$ cat config.mk
export PLATFORM = sky130hd
export DESIGN_NAME = serial_host_datagram_port
export DESIGN_NICKNAME = d
export VERILOG_FILES = /design/src/hw/host_port_pkg.sv /design/src/hw/host_port_sync.sv /design/src/hw/serial_host_datagram_port.sv
export SDC_FILE = /design/constraint.sdc
export NUM_CORES = 1
export LEC_CHECK = 0
export ABC_AREA = 1
export BUFFER_PORTS_ARGS = -buffer_cell sky130_fd_sc_hd__clkbuf_2
export CAP_MARGIN = 5
export CORE_ASPECT_RATIO = 1.75
export CORE_UTILIZATION = 42
export CTS_BUF_LIST = sky130_fd_sc_hd__clkbuf_8
export CTS_CLUSTER_SIZE = 28
export DETAILED_ROUTE_END_ITERATION = 8
export GPL_TIMING_DRIVEN = 0
export PLACE_DENSITY = 0.73
export SYNTH_ARGS = -nofsm -noshare
export SYNTH_HDL_FRONTEND = slang
export SYNTH_SLANG_ARGS = --single-unit
$ cat constraint.sdc
create_clock -name clk -period 2.08 [get_ports clk]
set_input_delay 0.312 -clock clk [delete_from_list [all_inputs] [get_ports clk]]
set_output_delay 0.312 -clock clk [all_outputs]
set_load 0.02 [all_outputs]
$ cat src/hw/host_port_pkg.sv
// Purpose: Shared constants for the serial host datagram port.
// Assumes: 40 MHz device clock.
// Notes: Frame layout and timing counts used by the port and its shifter.
package host_port_pkg;
  localparam int unsigned FRAME_BITS = 32;
  localparam int unsigned CNT_W = 6;
  localparam int unsigned DATA_BITS = 24;
  localparam int unsigned STATUS_BITS = 8;
  localparam int unsigned RW_BIT = 24;
  localparam int unsigned ADDR_LSB = 25;
  localparam int unsigned ADDR_W = 6;
  localparam int unsigned STATUS_IRQ_BIT = 0;
  localparam logic [CNT_W-1:0] CNT_ZERO = 6'h00;
  localparam logic [CNT_W-1:0] CNT_ONE = 6'h01;
  localparam logic [CNT_W-1:0] CNT_FULL = 6'h20;
  localparam logic [CNT_W-1:0] CNT_HEADER = 6'h08;
  localparam logic [CNT_W-1:0] CNT_SETTLE = 6'h03;
  localparam logic [FRAME_BITS-1:0] FRAME_ZERO = 32'h0000_0000;
  localparam logic [DATA_BITS-1:0] DATA_ZERO = 24'h00_0000;
  localparam logic [7:0] PREDIV_RESET = 8'h0f;
  localparam logic [1:0] SYNC_IDLE = 2'h3;
  localparam real CLK_MHZ = 40.0;
  localparam int unsigned OUT_VALID_CYCLES = 4;
endpackage

$ cat src/hw/host_port_sync.sv
// Purpose: Two-stage synchroniser with edge detection on the second stage.
// Assumes: Input is asynchronous to clk; idles high.
// Notes: First stage feeds only the second stage.
`timescale 1ns/10ps
module host_port_sync (
  input wire logic clk,
  input wire logic rst_b,
  input wire logic async_in,
  output logic level,
  output logic rise,
  output logic fall
);
  logic meta_q;
  logic sync_q;
  logic prev_q;

  always_ff @(posedge clk or negedge rst_b) begin
    if (!rst_b) begin
      meta_q <= 1'b1;
      sync_q <= 1'b1;
      prev_q <= 1'b1;
    end else begin
      meta_q <= async_in;
      sync_q <= meta_q;
      prev_q <= sync_q;
    end
  end

  assign level = sync_q;
  assign rise = sync_q & ~prev_q;
  assign fall = ~sync_q & prev_q;
endmodule

$ cat src/hw/serial_host_datagram_port.sv
// Purpose: Slave serial host port exchanging fixed 32-bit datagrams.
// Assumes: Host signals asynchronous to clk; host keeps the four-cycle timings.
// Notes: The register file lives outside; it answers read data combinationally.
// Contract
// - Shift in one host data bit on each rising serial clock edge.
// - Select rising copies the shift register into the command buffer.
// - Read data returns in the same frame, no later transfer needed.
// - Next output bit valid within four clocks of serial clock falling.
// - No timeout on bit timing; any long period is accepted.
// - While select is high, output carries the low-active interrupt.
// - Output pin is always driven, never released.
// - Frames are 32 bits each way, most significant bit first.
// - Host signals may be fully asynchronous to clk.
// - Every frame reports the current interrupt status.
// - Enabled switch or ramp conditions assert the low-active interrupt.
// - Reset clears register bits, pre-divider resets to fifteen.
// - Accesses ignored until reset completes and clock is stable.
// - Reply carries read data low 24 bits, status high 8.
// - One flag bit in the request selects read or write.
`timescale 1ns/10ps
module serial_host_datagram_port (
  input wire logic clk,
  input wire logic rst_b,
  input wire logic host_select_n,
  input wire logic host_sclk,
  input wire logic host_sdi,
  output logic host_serial_out,
  input wire logic [host_port_pkg::ADDR_W-1:0] irq_conditions,
  input wire logic [host_port_pkg::ADDR_W-1:0] irq_enable,
  input wire logic [host_port_pkg::STATUS_BITS-1:0] status_bits,
  input wire logic [host_port_pkg::DATA_BITS-1:0] rd_data,
  output logic [host_port_pkg::ADDR_W-1:0] rd_addr,
  output logic [host_port_pkg::FRAME_BITS-1:0] cmd_data,
  output logic cmd_valid,
  output logic cmd_is_read,
  output logic irq_status_n,
  output logic [7:0] driver_clock_prediv
);
  typedef enum logic [1:0] {ST_IDLE, ST_SETUP, ST_SHIFT} port_state_t;

  port_state_t state_q;
  logic sel_level;
  logic sel_rise;
  logic sel_fall;
  logic sck_level;
  logic sck_rise;
  logic sck_fall;
  logic sdi_meta_q;
  logic sdi_q;
  logic [host_port_pkg::FRAME_BITS-1:0] shift_q;
  logic [host_port_pkg::FRAME_BITS-1:0] reply_q;
  logic [host_port_pkg::CNT_W-1:0] count_q;
  logic out_q;
  logic [host_port_pkg::FRAME_BITS-1:0] cmd_q;
  logic valid_q;
  logic irq_q;
  logic [host_port_pkg::CNT_W-1:0] settle_q;
  logic port_ready;
  logic frame_full;
  logic frame_done;
  logic header_done;
  logic rd_is_read;
  logic prediv_hit;
  logic [host_port_pkg::ADDR_W-1:0] irq_masked;

  host_port_sync u_sel (
    .clk(clk),
    .rst_b(rst_b),
    .async_in(host_select_n),
    .level(sel_level),
    .rise(sel_rise),
    .fall(sel_fall)
  );

  host_port_sync u_sck (
    .clk(clk),
    .rst_b(rst_b),
    .async_in(host_sclk),
    .level(sck_level),
    .rise(sck_rise),
    .fall(sck_fall)
  );

  // Data rides the same two-stage delay as the clock so it aligns with the sampled edge.
  always_ff @(posedge clk or negedge rst_b) begin
    if (!rst_b) begin
      sdi_meta_q <= 1'b0;
      sdi_q <= 1'b0;
    end else begin
      sdi_meta_q <= host_sdi;
      sdi_q <= sdi_meta_q;
    end
  end

  // Frame sequencing; no timeout anywhere so slow hosts are fine.
  always_ff @(posedge clk or negedge rst_b) begin
    if (!rst_b) begin
      state_q <= ST_IDLE;
    end else begin
      unique case (state_q)
        ST_IDLE: begin
          if (sel_fall && port_ready) begin
            state_q <= ST_SETUP;
          end
        end
        ST_SETUP: begin
          if (sel_rise) begin
            state_q <= ST_IDLE;
          end else if (sck_fall) begin
            state_q <= ST_SHIFT;
          end
        end
        ST_SHIFT: begin
          if (sel_rise || sel_level) begin
            state_q <= ST_IDLE;
          end
        end
      endcase
    end
  end

  // The port stays deaf until both synchronisers have flushed their reset value, so a
  // select edge seen while the clock settles cannot open a half frame.
  always_ff @(posedge clk or negedge rst_b) begin
    if (!rst_b) begin
      settle_q <= host_port_pkg::CNT_ZERO;
    end else if (settle_q != host_port_pkg::CNT_SETTLE) begin
      settle_q <= settle_q + host_port_pkg::CNT_ONE;
    end
  end

  assign port_ready = (settle_q == host_port_pkg::CNT_SETTLE);

  // Bit counter; it saturates at a full frame so extra clocks cannot wrap it into a new one.
  always_ff @(posedge clk or negedge rst_b) begin
    if (!rst_b) begin
      count_q <= host_port_pkg::CNT_ZERO;
    end else if (sel_fall) begin
      count_q <= host_port_pkg::CNT_ZERO;
    end else if (!sel_level && sck_rise && !frame_full) begin
      count_q <= count_q + host_port_pkg::CNT_ONE;
    end
  end

  assign frame_full = (count_q == host_port_pkg::CNT_FULL);

  // Input shifter, most significant bit first.
  always_ff @(posedge clk or negedge rst_b) begin
    if (!rst_b) begin
      shift_q <= host_port_pkg::FRAME_ZERO;
    end else if (!sel_level && sck_rise && !frame_full) begin
      shift_q <= {shift_q[host_port_pkg::FRAME_BITS-2:0], sdi_q};
    end
  end

  // After eight bits the address sits in shift_q[6:1] and the direction flag in shift_q[0].
  assign rd_addr = shift_q[host_port_pkg::ADDR_W:1];
  assign rd_is_read = shift_q[host_port_pkg::RW_BIT - host_port_pkg::DATA_BITS];
  assign header_done = !sel_level && state_q == ST_SHIFT &&
                       count_q == host_port_pkg::CNT_HEADER;

  // Status is captured at select fall so the frame reports one consistent snapshot. Read
  // data is refreshed while the header is complete, which is before the falling clock that
  // sends its top bit even at the shortest legal high time.
  always_ff @(posedge clk or negedge rst_b) begin
    if (!rst_b) begin
      reply_q <= host_port_pkg::FRAME_ZERO;
    end else if (sel_fall) begin
      reply_q <= {status_bits[host_port_pkg::STATUS_BITS-1:1], irq_q,
                  host_port_pkg::DATA_ZERO};
    end else if (header_done) begin
      reply_q[host_port_pkg::DATA_BITS-1:0] <= rd_is_read ?
        rd_data : host_port_pkg::DATA_ZERO;
    end
  end

  // Output bit: three clocks after the pin falls, inside the four-clock window.
  always_ff @(posedge clk or negedge rst_b) begin
    if (!rst_b) begin
      out_q <= 1'b1;
    end else if (sel_level) begin
      out_q <= irq_q;
    end else if (sck_fall && !frame_full) begin
      out_q <= reply_q[host_port_pkg::CNT_FULL[4:0] - 5'h01 - count_q[4:0]];
    end
  end

  assign host_serial_out = out_q;

  // Only a frame of at least 32 bits reaches the buffer; short frames are dropped.
  assign frame_done = sel_rise && frame_full && state_q == ST_SHIFT;

  always_ff @(posedge clk or negedge rst_b) begin
    if (!rst_b) begin
      cmd_q <= host_port_pkg::FRAME_ZERO;
    end else if (frame_done) begin
      cmd_q <= shift_q;
    end
  end

  always_ff @(posedge clk or negedge rst_b) begin
    if (!rst_b) begin
      valid_q <= 1'b0;
    end else begin
      valid_q <= frame_done;
    end
  end

  assign cmd_data = cmd_q;
  assign cmd_valid = valid_q;
  assign cmd_is_read = cmd_q[host_port_pkg::RW_BIT];

  // Each condition counts only while its enable is set.
  for (genvar gi = 0; gi < host_port_pkg::ADDR_W; gi++) begin : g_irq_mask
    assign irq_masked[gi] = irq_conditions[gi] & irq_enable[gi];
  end

  // Interrupt status is low-active and re-evaluated every cycle.
  always_ff @(posedge clk or negedge rst_b) begin
    if (!rst_b) begin
      irq_q <= 1'b1;
    end else begin
      irq_q <= ~|irq_masked;
    end
  end

  assign irq_status_n = irq_q;

  // A write to the all-ones address sets the pre-divider.
  assign prediv_hit = valid_q && !cmd_q[host_port_pkg::RW_BIT] &&
                      cmd_q[host_port_pkg::FRAME_BITS-2:host_port_pkg::ADDR_LSB] == '1;

  // The pre-divider resets to a nonzero value, as do irq_q and out_q.
  always_ff @(posedge clk or negedge rst_b) begin
    if (!rst_b) begin
      driver_clock_prediv <= host_port_pkg::PREDIV_RESET;
    end else if (prediv_hit) begin
      driver_clock_prediv <= cmd_q[7:0];
    end
  end
endmodule

==> flow_summary.ini, run 1 <==
[status]
outcome = complete, no violations

[sta]
finalHoldViolations = 0
final.min_clock_period_ns = 1.918
finClkSkew_ns = 0.01472
max_slew_margin = 0.7236
hold_ws_ns = 0.02890
period_share = 0.9223
timing.final.ws_setup_ns = 0.1616
finalSetupViolCount = 0
max_freq_ghz = 0.5213
rsz0062_at_grt = false
max_slew.worst_pin.slew_ns = 0.4146
slew_violations = 0

[placement]
dpl.cell_count = 852
place_hpwl_um = 8595
preCtsSetupSlack_ns = -0.009116
place_congestion = 0.8716
portBuffers = 97

[global_route]
met3_usage = 0.03979
grt_pass1_vias = 4380
grt_busiest_layer = met2
grt_use_total = 0.1852
grt_antenna_before_repair = 0
grt.met2_usage = 0.3290
gr-usage-met1 = 0.1967
grt_pass1_wl_um = 19620
grt_max_degree = 80
grt_overflow = 0

[run]
cap_violations = 0

[yosys]
synth-main-ff-cell = dfrtp_1
netlist_instances = 583
netlist.area_leader.share = 0.5193
yosysSeqAreaShare = 0.5752
yosys_register_bits = 129
synth_area_leaders = dfrtp_1 52%, nand2_1 9.3%, inv_1 6.1%
netlist_area_mm2 = 0.005638
synthArstFlopShare = 1.000
synth_top_area_cell = dfrtp_1
yosysUniqueCellTypes = 35
syn_area_per_cell_um2 = 9.671
synth_edf_count = 0
yosysWarnings = 0
syn_nets = 638

[clocking]
cts_tree = done
cts_buffers = 17
cts.root.buffer_cell = clkbuf_8
cts_buffer_depth = 2
clock_latency_ns = 0.44
cts.sink_count = 129
clk_pin_slew_ns = 0.07
h-tree-depth = 4

[finish]
final_common_cell = nand2_1
antenna_cells = 0
mostFrequentLayoutCells = 140 x nand2_1, 117 x dfrtp_1, 97 x clkbuf_2
layout-drive-gt1-share = 0.3222
syn_to_final_growth_pct = 22.86
finalNonFillerCells = 891
finalNetCount = 762

[critical_path]
crit_path_start_kind = flop
worstPathMaxFanout = 10
cp-end-kind = flop
arrival_ns = 2.25
worstPathRequired_ns = 2.41
worstSetupPathType = flop to flop

[power]
power.leakage_uw = 0.003515
ir_drop_mv = 0.4088
p_per_area_mw_per_mm2 = 877.5

[floorplanning]
die-area_mm2 = 0.01391
ios = 99
fp.dieH_um = 155.3
core_area_mm2 = 0.01301
std_cell_rows = 55
start_util = 0.4335
die_w_um = 89.58

[routing]
drc_errors = 0
dr.pass1.iters = 5
viasPerCell = 4.848
ant_nets = 0
vias = 4320
drt_iter0_markers = 255
wl_per_cell_um = 13.00
drt-total-wl_um = 11580

[worst_hold_path]
min_path_type = input pin to flop
logic make-up (layout without fill, tap and decap cells):
kind of cell,count (synthesis),count (layout),share of synthesized area
simple gates,205,205,0.1578
flops,129,129,0.5752
buf+inv,125,262,0.1052
compound gates,101,101,0.1163
mux,13,13,0.02597
fa+ha+maj,6,6,0.01332
xor+xnor,4,4,0.006213
flip-flops by register name (all words and copies together), names as in the netlist, 2 cells and up:
name	flops
count_q	6
state_q	2
shift_q	32
settle_q	6
driver_clock_prediv	8
reply_q	32
cmd_data	32
what timing repair did:
action,4_1_cts,5_1_grt
setup endpoints to repair,15,53
setup buffers,0,3
hold buffers,4,0
pin swaps,0,1
hold endpoints to repair,42,0
gates resized for setup,1,7
area by class of cell:
class                           instances  area, um^2
Clock buffer                           20       275.3
Fill cell                            1162        6080
Sequential cell                       129        3243
Clock inverter                         12       191.4
Multi-Input combinational cell        329        1818
Buffer                                 29       236.5
Timing Repair Buffer                  105       584.3
Inverter                               96       364.1
Tap cell                              171       214.0
routing by layer:
metal | vias to the layer above | routed length (um)
met5 | - | 0
met4 | 0 | 422
met3 | 34 | 405
met2 | 111 | 6461
met1 | 2091 | 4294
li1 | 2084 | -
per-stage QoR:
stage / power [uW] / util / TNS (ns) / area (um^2)
6_report: 6078 / 0.5326 / 0 / 6927
5_1_grt: 6372 / 0.5326 / 0 / 6927
4_1_cts: 6118 / 0.5292 / 0 / 6883
3_5_place_dp: 3640 / 0.4900 / -0.01603 / 6374
3_3_place_gp: 3583 / 0.4873 / -139.39 / 6337
2_1_floorplan: 3344 / - / 0 / 5638
synthesized netlist by cell type, drive strengths merged (2+ instances only):
cell	n
o21ai	73
dfstp	12
nor3	6
nor2	21
a211oi	2
mux2	13
a21oi	6
nand2	143
ha	6
dfrtp	117
nand4	6
o211ai	2
xor2	4
o22ai	17
nand3	27
buf	26
inv	96
clkbuf	3
worst paths after layout:
path | startpoint | to | slack, ns | cells after the start
worst min register to register | sdi_meta_q | sdi_q | 0.35 | 0
worst max register to register | count_q[0] | cmd_data[19] | 0.16 | 9
worst max-delay path | count_q[0] | cmd_data[19] | 0.16 | 9
max in group asynchronous | rst_b | cmd_data[15] | 0.97 | 3
worst min-delay path | irq_enable[5] | irq_status_n | 0.03 | 2
min in group asynchronous | rst_b | cmd_data[1] | 0.38 | 2
report_power, final:
part / switching (uW) / total, uW / internal (uW)
combinational: 468 / 808 / 340
clock: 954 / 2470 / 1510
sequential: 121 / 2800 / 2680
worst max-delay path, stage by stage, from the launching register on:
cell and delay, ns:
dfrtp_1 0.44, inv_2 0.13, buf_4 0.18, ha_2 0.22, nand4_4 0.14, nor3_4 0.25, inv_2 0.15, buf_6 0.17
nand2_1 0.07, o21ai_2 0.05
(Power assumes the default switching activity.)
==> inputs of run 2 (changes only) <==
HOLD_SLACK_MARGIN = 0.05   (was not set)
SKIP_LAST_GASP = 1   (was not set)
==> flow_summary.ini, run 2 (synthesized netlist as in run 1, its figures left out) <==
[status]
outcome = complete, no violations

[clocking]
clk_pin_slew_ns = 0.07
cts.sink_count = 129
cts_tree = done
cts.root.buffer_cell = clkbuf_8
clock_latency_ns = 0.43
cts_buffer_depth = 2
h-tree-depth = 4
cts_buffers = 17

[critical_path]
worstReg2RegEnd = cmd_data[24]
endpoint = cmd_data[24]
cpMaxStageDelayCell = dfrtp_1
cp-end-kind = flop
timing.rr.start = count_q[0]
worstSetupPathType = flop to flop
crit_path_start_kind = flop
worstPathMaxFanout = 10
rr_worst_depth = 9
worstPathRequired_ns = 2.40
startpoint = count_q[0]
crit_path_cell_trace = inv_2 -> buf_4 -> ha_2 -> nand4_4 -> nor3_4 -> inv_2 -> buf_6 -> nand2_2 -> o21ai_2
slowest_delay_ns = 0.44
arrival_ns = 2.24
cpMostUsedCell = inv_2
r2r_setup_slack_ns = 0.16

[global_route]
grt_antenna_before_repair = 0
grt_pass1_vias = 4396
grt_pass1_wl_um = 19670
grt_overflow = 0
grt_max_degree = 80
grt_use_total = 0.1857

[floorplanning]
die_w_um = 89.58
ios = 99
start_util = 0.4335
core_area_mm2 = 0.01301
fp.dieH_um = 155.3
die-area_mm2 = 0.01391
std_cell_rows = 55

[routing]
drt-total-wl_um = 11600
ant_nets = 0
met1_length_um = 4310
viasPerCell = 4.823
dr_wl_met3_um = 414
dr.pass1.iters = 4
wl_met2_um = 6476
wl_per_cell_um = 12.99
top_layer_used = met4
drt_iter0_markers = 216
drc_errors = 0
vias = 4307

[sta]
hold_ws_ns = 0.07607
slew_violations = 0
period_share = 0.9216
max_slew_margin = 0.7234
finalSetupViolCount = 0
max_slew.worst_pin.slew_ns = 0.4150
finClkSkew_ns = 0.01497
finalHoldViolations = 0
final.min_clock_period_ns = 1.917
max_freq_ghz = 0.5216
rsz0062_at_grt = false

[finish]
final_common_cell = nand2_1
layout-drive-gt1-share = 0.3213
finalNonFillerCells = 893
mostFrequentLayoutCells = 140 x nand2_1, 117 x dfrtp_1, 97 x clkbuf_2
final_area_mm2 = 0.006947
seqCellArea_mm2 = 0.003243
finalNetCount = 764
nFillCells = 1161
antenna_cells = 0
syn_to_final_growth_pct = 23.21
multi_input_area_mm2 = 0.001818

[power]
p_per_area_mw_per_mm2 = 875.1
power_uw = 6079
power.share.clock = 0.405
swShare = 0.2534
p_seq_frac = 0.461
p_int_uw = 4538
power_switching_uw = 1541
combPwrFrac = 0.134
power.leakage_uw = 0.003525
ir_drop_mv = 0.4087

[placement]
dpl_cell_area_mm2 = 0.006374
place_congestion = 0.8716
dpl.cell_count = 852
portBuffers = 97
place_hpwl_um = 8595

[worst_hold_path]
min_path_type = input pin to flop

[run]
cap_violations = 0
run 2: cell type report:
class | count | share of cell area
flip-flops and latches | 129 | 0.4669
multi-input cells | 329 | 0.2617
repair buffers | 107 | 0.08700
inverters | 96 | 0.05241
clock buffers | 20 | 0.03963
plain buffers | 29 | 0.03404
well taps | 171 | 0.03080
clock inverters | 12 | 0.02756
run 2: worst max-delay path, delay by kind of cell, from the launching register on:
kind | cells | cell delay (ns)
adder cells (fa/ha/maj) | 1 | 0.22
flip-flops | 1 | 0.44
AO/OA/AOI/OAI | 1 | 0.05
buffers and inverters | 4 | 0.64
AND/OR/NAND/NOR | 3 | 0.45
run 2: worst min-delay path by stage:
stage / from / to / slack, ns / cells after the start
floorplan: rst_b / cmd_data[0] / 0.02 / 0
global placement: sdi_meta_q / sdi_q / 0.34 / 0
detailed placement: rst_b / cmd_data[1] / 0.29 / 1
CTS: status_bits[7] / reply_q[31] / 0.05 / 3
global route: rd_data[10] / reply_q[10] / 0.07 / 3
finish: status_bits[7] / reply_q[31] / 0.08 / 3
run 2: metrics by stage:
stage                 util  setup TNS (ns)  worst slack, ns
finish              0.5341               0           0.1630
global route        0.5341               0          0.02687
CTS                 0.5307               0          0.01928
detailed placement  0.4900        -0.01603        -0.009116
global placement    0.4873         -139.39           -1.168
floorplan                -               0           0.2790
run 2: power by group through the flow:
stage / registers, uW / clock network (uW) / logic (uW)
2_1_floorplan: 2820 / 0 / 525
3_5_place_dp: 2850 / 0 / 789
3_3_place_gp: 2840 / 0 / 741
4_1_cts: 2800 / 2510 / 804
6_report: 2800 / 2460 / 812
5_1_grt: 2830 / 2640 / 908
run 2: timing repair:
action | in CTS | in global routing
endpoints found under the setup margin | 15 | 53
setup buffers | 0 | 3
resized for setup | 1 | 7
pin swaps | 0 | 1
hold buffers | 6 | 0
endpoints found under the hold margin | 43 | 0
run 2: metal layers:
metal | vias up | track usage
li1 | 2088 | -
met1 | 2076 | 0.1967
met2 | 112 | 0.3304
met4 | 0 | 0.1020
met3 | 31 | 0.03979
met5 | - | 0
